==> src/hdl/chg_pkg.sv <==
// Purpose: constants and types for the backup charger and boost control block
// Assumes: analog comparators arrive as clean levels synchronous to mclk
// Notes: register offsets are byte addresses on a 32-bit apb bus
// Contract
// - health check needs bit, no boost, no shutdown
// - boost needs bit, rail low, no shutdown
// - regulating boost disables health check and charger
// - charger needs bit, inhibit low, no boost
// - bias lockout inhibits boost, charging, health check
// - off until enabled; then standby with timer
// - standby until timer done and supplies valid
// - precharge at small current until threshold
// - cc at setting; cv above threshold
// - cv to done when current below termination
// - done exits to off, standby or cc
// - cv state raises cv alert flag
// - done sets done alert, keeps cv alert
// - live state, supply flags and alert readable
// - charger disabled reports supply low as one
// - inhibit pin high resets charger machine
// - backup start pulse on regulation start
// - no retrigger until regulation left
// - alert low on boost by default, maskable
// - configuration retained in boost standby
// - load fet off until wake threshold trips
package chg_pkg;

    localparam int unsigned CLK_HZ        = 100_000_000;
    localparam int unsigned SETTLE_NS     = 15_000;
    localparam int unsigned SETTLE_CYC    = (SETTLE_NS * (CLK_HZ / 1_000_000) + 999) / 1000;
    localparam int unsigned PULSE_MS      = 200;
    localparam int unsigned PULSE_CYC     = PULSE_MS * (CLK_HZ / 1000);

    localparam logic [7:0] ADDR_CTRL      = 8'h00;
    localparam logic [7:0] ADDR_CC        = 8'h04;
    localparam logic [7:0] ADDR_CV        = 8'h08;
    localparam logic [7:0] ADDR_CHG_STAT  = 8'h0C;
    localparam logic [7:0] ADDR_GEN_STAT  = 8'h10;
    localparam logic [7:0] ADDR_MASK      = 8'h14;

    localparam logic [7:0] CTRL_RST       = 8'h00;
    localparam logic [4:0] SETTING_RST    = 5'h00;
    localparam logic [7:0] MASK_RST       = 8'h80;

    // control bit positions
    localparam int unsigned CTRL_HC_EN    = 7;
    localparam int unsigned CTRL_CHARGER_ENABLE_BIT   = 3;
    localparam int unsigned CTRL_BST_EN   = 1;

    // general status bit positions (mask uses the same layout)
    localparam int unsigned GS_BOOST      = 7;
    localparam int unsigned GS_CV         = 5;
    localparam int unsigned GS_DONE       = 4;
    localparam int unsigned GS_SUP        = 3;
    localparam int unsigned GS_TSD        = 1;

    typedef enum logic [2:0] {
        CHG_OFF     = 3'b000,
        CHG_STANDBY = 3'b001,
        CHG_PRECHG  = 3'b010,
        CHG_CC      = 3'b011,
        CHG_CV      = 3'b100,
        CHG_DONE    = 3'b101
    } chg_state_e;

    // analog comparator results
    typedef struct packed {
        logic bias_ready;
        logic thermal_shutdown_flag;
        logic boost_rail_below_wake;
        logic supply_low;
        logic supply_ovp;
        logic supply_below_cell;
        logic cell_above_precharge;
        logic cell_above_cv;
        logic cell_below_recharge;
        logic current_below_term;
    } sense_s;

    // enables toward the analog blocks
    typedef struct packed {
        logic boost_regulate;
        logic charger_on;
        logic health_check_on;
        logic precharge_limit;
        logic load_disconnect_fet;
    } drive_s;

endpackage : chg_pkg

==> src/hdl/backup_charger_boost_control.sv <==
// Purpose: enable interlocks, charger state machine, status and apb registers
// Assumes: sense inputs are synchronous to mclk; settings are retained in all modes
// Notes: alert_out_n uses a separate output enable, low while driving
`timescale 1ns/1ps
module backup_charger_boost_control #(
    parameter int unsigned PULSE_CYCLES  = chg_pkg::PULSE_CYC,
    parameter int unsigned SETTLE_CYCLES = chg_pkg::SETTLE_CYC
) (
    input  wire logic            mclk,
    input  wire logic            rst_b,
    input  wire logic            psel,
    input  wire logic            penable,
    input  wire logic            pwrite,
    input  wire logic [7:0]      paddr,
    input  wire logic [31:0]     pwdata,
    output logic      [31:0]     prdata,
    output logic                 pready,
    output logic                 pslverr,
    input  wire chg_pkg::sense_s sense,
    input  wire logic            charger_inhibit_pin,
    output chg_pkg::drive_s      drive,
    output logic                 backup_start_pulse,
    output logic                 alert_out_n,
    output logic                 alert_oe_n,
    output logic [4:0]           charge_current_setting,
    output logic [4:0]           cv_threshold_setting
);

    // ************************************************************
    // register bus
    // ************************************************************
    logic [7:0]          ctrl_r;
    logic [7:0]          mask_r;
    logic [7:0]          general_status_reg;
    logic [7:0]          chg_status;
    logic                cv_alert_r;
    logic                done_alert_r;
    logic                sup_alert_r;
    logic                tsd_alert_r;
    logic                clr_req;
    logic [7:0]          clr_bits;
    chg_pkg::chg_state_e state_r;
    chg_pkg::chg_state_e state_nxt;
    logic [31:0]         settle_cnt_r;
    logic [31:0]         pulse_cnt_r;
    logic                boost_reg_d_r;
    logic                access;
    logic                supply_ok;

    assign access   = psel && penable && !pready;
    assign clr_req  = access && pwrite && (paddr == chg_pkg::ADDR_GEN_STAT);
    assign clr_bits = pwdata[7:0];

    // single wait state: pready pulses one cycle into the access phase
    always_ff @(posedge mclk or negedge rst_b) begin
        if (!rst_b) begin
            pready  <= 1'b0;
            pslverr <= 1'b0;
            prdata  <= 32'h0000_0000;
        end else if (access) begin
            pready  <= 1'b1;
            pslverr <= 1'b0;
            prdata  <= 32'h0000_0000;
            if (!pwrite) begin
                unique case (paddr)
                    chg_pkg::ADDR_CTRL:     prdata <= {24'h000000, ctrl_r};
                    chg_pkg::ADDR_CC:       prdata <= {27'h0000000, charge_current_setting};
                    chg_pkg::ADDR_CV:       prdata <= {27'h0000000, cv_threshold_setting};
                    chg_pkg::ADDR_CHG_STAT: prdata <= {24'h000000, chg_status};
                    chg_pkg::ADDR_GEN_STAT: prdata <= {24'h000000, general_status_reg};
                    chg_pkg::ADDR_MASK:     prdata <= {24'h000000, mask_r};
                    default:                pslverr <= 1'b1;
                endcase
            end else if (!(paddr inside {chg_pkg::ADDR_CTRL, chg_pkg::ADDR_CC, chg_pkg::ADDR_CV,
                                         chg_pkg::ADDR_GEN_STAT, chg_pkg::ADDR_MASK})) begin
                pslverr <= 1'b1;
            end
        end else begin
            pready  <= 1'b0;
            pslverr <= 1'b0;
        end
    end

    // configuration registers; only reset clears them, boost standby never does
    always_ff @(posedge mclk or negedge rst_b) begin
        if (!rst_b) begin
            ctrl_r                 <= chg_pkg::CTRL_RST;
            mask_r                 <= chg_pkg::MASK_RST;
            charge_current_setting <= chg_pkg::SETTING_RST;
            cv_threshold_setting   <= chg_pkg::SETTING_RST;
        end else if (access && pwrite) begin
            if (paddr == chg_pkg::ADDR_CTRL) ctrl_r <= pwdata[7:0];
            if (paddr == chg_pkg::ADDR_MASK) mask_r <= pwdata[7:0];
            if (paddr == chg_pkg::ADDR_CC)   charge_current_setting <= pwdata[4:0];
            if (paddr == chg_pkg::ADDR_CV)   cv_threshold_setting <= pwdata[4:0];
        end
    end

    // ************************************************************
    // enable interlocks
    // ************************************************************
    logic boost_go;
    logic charger_go;
    logic health_go;

    // bias lockout gates every function; boost regulation takes priority over charging
    assign boost_go   = sense.bias_ready && ctrl_r[chg_pkg::CTRL_BST_EN]
                        && sense.boost_rail_below_wake && !sense.thermal_shutdown_flag;
    assign charger_go = sense.bias_ready && ctrl_r[chg_pkg::CTRL_CHARGER_ENABLE_BIT] && !charger_inhibit_pin
                        && !boost_go && !sense.thermal_shutdown_flag;
    assign health_go  = sense.bias_ready && ctrl_r[chg_pkg::CTRL_HC_EN]
                        && !boost_go && !sense.thermal_shutdown_flag;
    assign supply_ok  = !sense.supply_low && !sense.supply_ovp && !sense.supply_below_cell;

    // ************************************************************
    // charger state machine
    // ************************************************************
    always_comb begin
        state_nxt = state_r;
        if (!charger_go) begin
            state_nxt = chg_pkg::CHG_OFF;
        end else begin
            unique case (state_r)
                chg_pkg::CHG_OFF:     state_nxt = chg_pkg::CHG_STANDBY;
                chg_pkg::CHG_STANDBY: if (settle_cnt_r == 32'h0000_0000 && supply_ok)
                                          state_nxt = chg_pkg::CHG_PRECHG;
                chg_pkg::CHG_PRECHG:  if (!supply_ok) state_nxt = chg_pkg::CHG_STANDBY;
                                      else if (sense.cell_above_precharge)
                                          state_nxt = chg_pkg::CHG_CC;
                chg_pkg::CHG_CC:      if (!supply_ok) state_nxt = chg_pkg::CHG_STANDBY;
                                      else if (sense.cell_above_cv)
                                          state_nxt = chg_pkg::CHG_CV;
                chg_pkg::CHG_CV:      if (!supply_ok) state_nxt = chg_pkg::CHG_STANDBY;
                                      else if (!sense.cell_above_cv)
                                          state_nxt = chg_pkg::CHG_CC;
                                      else if (sense.current_below_term)
                                          state_nxt = chg_pkg::CHG_DONE;
                chg_pkg::CHG_DONE:    if (!supply_ok) state_nxt = chg_pkg::CHG_STANDBY;
                                      else if (sense.cell_below_recharge)
                                          state_nxt = chg_pkg::CHG_CC;
                default:              state_nxt = chg_pkg::CHG_OFF;
            endcase
        end
    end

    always_ff @(posedge mclk or negedge rst_b) begin
        if (!rst_b) state_r <= chg_pkg::CHG_OFF;
        else        state_r <= state_nxt;
    end

    // settling timer loads on entry to standby from off, counts down to zero
    always_ff @(posedge mclk or negedge rst_b) begin
        if (!rst_b) begin
            settle_cnt_r <= 32'h0000_0000;
        end else if (state_r == chg_pkg::CHG_OFF && state_nxt == chg_pkg::CHG_STANDBY) begin
            settle_cnt_r <= 32'(SETTLE_CYCLES - 1);
        end else if (state_r == chg_pkg::CHG_STANDBY && settle_cnt_r != 32'h0000_0000) begin
            settle_cnt_r <= settle_cnt_r - 32'h0000_0001;
        end
    end

    // ************************************************************
    // status flags
    // ************************************************************
    // sticky alerts: a new event beats a clear in the same cycle
    always_ff @(posedge mclk or negedge rst_b) begin
        if (!rst_b) begin
            cv_alert_r   <= 1'b0;
            done_alert_r <= 1'b0;
            sup_alert_r  <= 1'b0;
            tsd_alert_r  <= 1'b0;
        end else begin
            if (state_nxt == chg_pkg::CHG_CV || state_nxt == chg_pkg::CHG_DONE)
                cv_alert_r <= 1'b1;
            else if (clr_req && clr_bits[chg_pkg::GS_CV])
                cv_alert_r <= 1'b0;
            if (state_nxt == chg_pkg::CHG_DONE)
                done_alert_r <= 1'b1;
            else if (clr_req && clr_bits[chg_pkg::GS_DONE])
                done_alert_r <= 1'b0;
            if (charger_go && !supply_ok)
                sup_alert_r <= 1'b1;
            else if (clr_req && clr_bits[chg_pkg::GS_SUP])
                sup_alert_r <= 1'b0;
            if (sense.thermal_shutdown_flag)
                tsd_alert_r <= 1'b1;
            else if (clr_req && clr_bits[chg_pkg::GS_TSD])
                tsd_alert_r <= 1'b0;
        end
    end

    // supply low forced while charger is disabled: its sensing is powered down
    assign chg_status = {ctrl_r[chg_pkg::CTRL_CHARGER_ENABLE_BIT], state_r,
                         1'b0,
                         sense.supply_low || !ctrl_r[chg_pkg::CTRL_CHARGER_ENABLE_BIT],
                         sense.supply_ovp, sense.supply_below_cell};
    assign general_status_reg = {boost_go, 1'b0, cv_alert_r, done_alert_r, sup_alert_r,
                         1'b0, tsd_alert_r, 1'b0};

    // ************************************************************
    // outputs
    // ************************************************************
    // one-shot: armed only by a rising edge of regulation
    always_ff @(posedge mclk or negedge rst_b) begin
        if (!rst_b) begin
            boost_reg_d_r      <= 1'b0;
            pulse_cnt_r        <= 32'h0000_0000;
            backup_start_pulse <= 1'b0;
        end else begin
            boost_reg_d_r <= boost_go;
            if (boost_go && !boost_reg_d_r) begin
                pulse_cnt_r        <= 32'(PULSE_CYCLES - 1);
                backup_start_pulse <= 1'b1;
            end else if (pulse_cnt_r != 32'h0000_0000) begin
                pulse_cnt_r <= pulse_cnt_r - 32'h0000_0001;
            end else begin
                backup_start_pulse <= 1'b0;
            end
        end
    end

    // open-drain alert: reset mask selects boost only
    always_ff @(posedge mclk or negedge rst_b) begin
        if (!rst_b) begin
            alert_out_n <= 1'b1;
            alert_oe_n  <= 1'b1;
            drive       <= '0;
        end else begin
            alert_out_n <= ~|(general_status_reg & mask_r);
            alert_oe_n  <= ~|(general_status_reg & mask_r);
            drive.boost_regulate      <= boost_go;
            drive.charger_on          <= state_nxt inside {chg_pkg::CHG_PRECHG, chg_pkg::CHG_CC,
                                                           chg_pkg::CHG_CV};
            drive.precharge_limit     <= state_nxt == chg_pkg::CHG_PRECHG;
            drive.health_check_on     <= health_go;
            drive.load_disconnect_fet <= boost_go;
        end
    end

endmodule : backup_charger_boost_control

==> config.mk <==
export PLATFORM = sky130hd
export DESIGN_NAME = backup_charger_boost_control
export DESIGN_NICKNAME = d
export VERILOG_FILES = /design/src/hdl/chg_pkg.sv /design/src/hdl/backup_charger_boost_control.sv
export SDC_FILE = /design/constraint.sdc
export NUM_CORES = 1
export LEC_CHECK = 0
export BUFFER_PORTS_ARGS = -buffer_cell sky130_fd_sc_hd__buf_2
export CELL_PAD_IN_SITES_DETAIL_PLACEMENT = 0
export CELL_PAD_IN_SITES_GLOBAL_PLACEMENT = 1
export CORE_ASPECT_RATIO = 1.4
export CORE_MARGIN = 2
export CORE_UTILIZATION = 45
export CTS_CLUSTER_DIAMETER = 100
export CTS_CLUSTER_SIZE = 10
export DETAILED_ROUTE_END_ITERATION = 10
export PLACE_DENSITY = 0.89
export SETUP_SLACK_MARGIN = 0.02
export SLEW_MARGIN = 20
export SYNTH_ARGS = -nofsm -noshare
export SYNTH_HDL_FRONTEND = slang
export SYNTH_SLANG_ARGS = --single-unit
==> constraint.sdc <==
create_clock -name mclk -period 7.2 [get_ports mclk]
set_input_delay 1.44 -clock mclk [delete_from_list [all_inputs] [get_ports mclk]]
set_output_delay 1.44 -clock mclk [all_outputs]
set_load 0.05 [all_outputs]
==> metrics.yaml <==
status:
  status: "finished clean"
logic_synthesis:
  synth_seq_cells: 113
  synth.distinct_cells: 71
  syn-instance-count: 618
  yosys_most_used_dff: "dfrtp_1"
  asyncSetResetFlopFracSynth: 1.00
  ys_seq_area_frac: 0.466
  syn-cell-area_um2: 6080
  synthesized_area_per_cell_um2: 9.83
  number_of_enable_flip_flop_cells_after_synthesis: 0
  yosys_warnings: 0
cts:
  clock-root-buffer: "clkbuf_16"
  hold_fix_buffers_cts: 0
  worst_setup_hold_path_clk_slew_ns: 0.06
  numCtsBuffers: 17
  worstSkewPairLatency_ns: 0.41
  cts_resized: 0
  htreeDepth: 4
  cts_tree: "done"
  clk_path_buf_depth: 2
  post_cts_buffers: 0
  tritoncts_num_sinks: 113
floorplan:
  dieHeight_um: 142
  die_span_x_um: 102
  pin_count: 108
  placeableCoreArea_um2: 13300
  die_area_um2: 14500
  floorplan.rows: 50
  start_util: 0.458
power_and_ir_drop:
  power.share.combinational: 0.085
  power.sequential.fraction: 0.402
  intPower_mw: 1.32
  p_leak_nw: 2.88
  p_sw_mw: 0.421
  finalPower_mw: 1.74
  clock_power_share: 0.513
  powerDensity_nw_per_um2: 246
  vdd_ir_drop_max_v: 0.000157
  switching_share: 0.242
timing:
  slew_violations: 0
  final-hold-violation-count: 0
  maxClockFrequency_mhz: 297
  setup_slack_ns: 3.84
  slew_headroom: 0.286
  setup_viol: 0
  tns_ns: 0
  tightest_slew_ns: 1.06
  finalCriticalPeriod_ns: 3.36
  finClkSkew_ns: 0.00845
  min_period_over_period: 0.467
  unrepaired_setup_endpoints_after_global_routing: "no"
cells_and_area:
  drive_gt1_frac: 0.214
  n_antenna_cell: 0
  areaGrowthSynthToFinish_pct: 16.2
  finished_cell_area_um2: 7060
  num-fill-cells: 1234
  design.final.nets: 728
  final_core_utilization: 0.532
global_route:
  groute.layer.met3.usage: 0.0429
  grt.overflow.total: 0
  grt_pass1_wl_mm: 23.5
  grt_pass1_vias: 4954
  grt_util_met2: 0.347
  grt_start_max_net_pins: 74
  antenna_found_initial: 0
  globalRoute.busiestLayer: "met2"
  grt_util_all_layers: 0.206
  globalRouteMet1Util: 0.248
detailed_routing:
  routed_wirelength_mm: 14.0
  ant_nets: 0
  via_count_of_the_routed_design: 5014
  drtIter0Drc: 361
  first_pass_drt_iterations: 5
  detail_route.wl_per_cell_um: 16.2
  vias_per_cell: 5.80
  drc_errors: 0
placement:
  finalWeightedCongestion: 0.873
  postPlaceCellArea_um2: 6420
  dp_slack_ns: 3.43
  place.port_buffers: 59
  dp.final_hpwl_mm: 9.87
worst_setup_path:
  timing.critical_path.from_type: "input port"
  critical_path_class: "in -> reg"
  setup.worst_path.end_class: "flop"
  worstPathRequired_ns: 7.49
  cp_data_arrival_time_ns: 3.65
  worstPathMaxFanout: 6
run:
  cap_violations: 0
worst_hold_path:
  holdCritPathClass: "reg -> reg"
[through the flow]
stage	cells	hold WS (ns)
after floorplan	641	0.452
after global placement	832	0.457
after detailed placement	832	0.465
after CTS	864	0.473
after global routing	864	0.504
final	864	0.468
[metal layers]
metal	part of all wire	wire length, um
met1	0.40	5670
met4	0.028	399
met3	0.045	634
met2	0.52	7330
met5	0	0
[layout by cell type, fill, tap and decap left out, drive strengths merged, types with 5 or more instances in the layout]
cell type / netlist / routed
xnor2: 8 / 8
nor2: 33 / 33
o211ai: 10 / 10
nor2b: 5 / 5
o31ai: 9 / 9
a21o: 5 / 5
inv: 14 / 14
a31oi: 6 / 6
buf: 30 / 66
nand2: 54 / 54
nand3: 15 / 15
or3: 23 / 23
mux2i: 17 / 17
conb: 1 / 24
nor4: 20 / 20
nand2b: 11 / 11
nor3: 25 / 25
or4: 15 / 15
o21ai: 29 / 29
and4: 7 / 7
dfrtp: 111 / 111
and3: 6 / 6
mux2: 27 / 27
o311ai: 7 / 7
a21oi: 23 / 23
a211oi: 5 / 5
o41ai: 6 / 6
or2: 7 / 7
clkbuf: 27 / 23
nand4: 10 / 10
[sequential cells by signal (all words and copies together), names as in the netlist]
name,flops
pready,1
pslverr,1
cv_threshold_setting,5
sup_alert_r,1
mask_r,8
alert_oe_n,1
settle_cnt_r,32
backup_start_pulse,1
ctrl_r,8
tsd_alert_r,1
prdata,8
cv_alert_r,1
drive,4
pulse_cnt_r,32
state_r,3
charge_current_setting,5
done_alert_r,1
[worst paths after layout]
path                                              start                               endpoint  slack (ns)  cells after the start
setup / recovery                               paddr[1]  charge_current_setting[4]$_DFFE_PN0P_        3.84                      5
hold / removal                    prdata[4]$_DFFE_PN0P_                  prdata[4]$_DFFE_PN0P_        0.47                      1
setup reg to reg           settle_cnt_r[22]$_DFFE_PN0P_               done_alert_r$_DFFE_PN0P_        4.33                      5
hold reg to reg                   prdata[4]$_DFFE_PN0P_                  prdata[4]$_DFFE_PN0P_        0.47                      1
max in group asynchronous                         rst_b            pulse_cnt_r[20]$_DFFE_PN0P_        4.87                      2
min in group asynchronous                         rst_b            settle_cnt_r[8]$_DFFE_PN0P_        1.02                      1
[critical path, cell delays in order]
cell and delay, ns:
buf_2 0.10, or3_1 0.42, or4_1 0.56, nor3_1 0.71
mux2_2 0.42
[layout make-up]
type | count | area, um2 | share of cell area
multi-input combinational | 457 | 2970 | 0.420
sequential | 113 | 2830 | 0.401
clock buffer | 23 | 478 | 0.0677
timing repair buffer | 66 | 350 | 0.0496
tap | 182 | 228 | 0.0323
clock inverter | 9 | 154 | 0.0218
inverter | 14 | 52.6 | 0.00744
[synthesized netlist by cell type, types with 4 or more instances]
cell type / instances / area share
dfrtp_1: 111 / 0.46
nand2_1: 54 / 0.033
nor2_1: 33 / 0.020
o21ai_0: 28 / 0.023
buf_4: 27 / 0.033
clkbuf_1: 27 / 0.017
mux2_2: 27 / 0.050
a21oi_1: 23 / 0.019
nor3_1: 23 / 0.019
or3_1: 21 / 0.022
nor4_1: 19 / 0.020
mux2i_1: 17 / 0.028
nand3_1: 15 / 0.012
inv_1: 14 / 0.0086
nand2b_1: 11 / 0.011
or4_1: 11 / 0.014
nand4_1: 10 / 0.010
o211ai_1: 10 / 0.012
o31ai_1: 9 / 0.011
xnor2_1: 8 / 0.012
and4_1: 7 / 0.010
or2_2: 7 / 0.0072
a31oi_1: 6 / 0.0062
o311ai_0: 6 / 0.0086
o41ai_1: 6 / 0.0086
a211oi_1: 5 / 0.0062
a21o_1: 5 / 0.0062
and3_1: 5 / 0.0051
nor2b_1: 5 / 0.0051
a22oi_1: 4 / 0.0049
[kinds of logic (layout without fill, tap and decap cells)]
family,after synthesis,count (layout),synth area share
DFF,113,113,0.466
AOI/OAI and AO/OA,131,131,0.147
other,1,24,0.000617
muxes,45,45,0.0817
adders and majority gates,3,3,0.00618
buffers and inverters,71,112,0.0609
and+or+nand+nor,244,244,0.223
xor gates and xnor gates,10,10,0.0144
[power by group through the flow]
stage	clock network, mW	registers, mW	logic, mW
after global routing	0.928	0.703	0.166
after global placement	0	0.706	0.143
after CTS	0.900	0.698	0.149
final	0.892	0.699	0.148
after floorplan	0	0.709	0.109
after detailed placement	0	0.708	0.149
No activity file was read; power rests on OpenSTA's default activity.
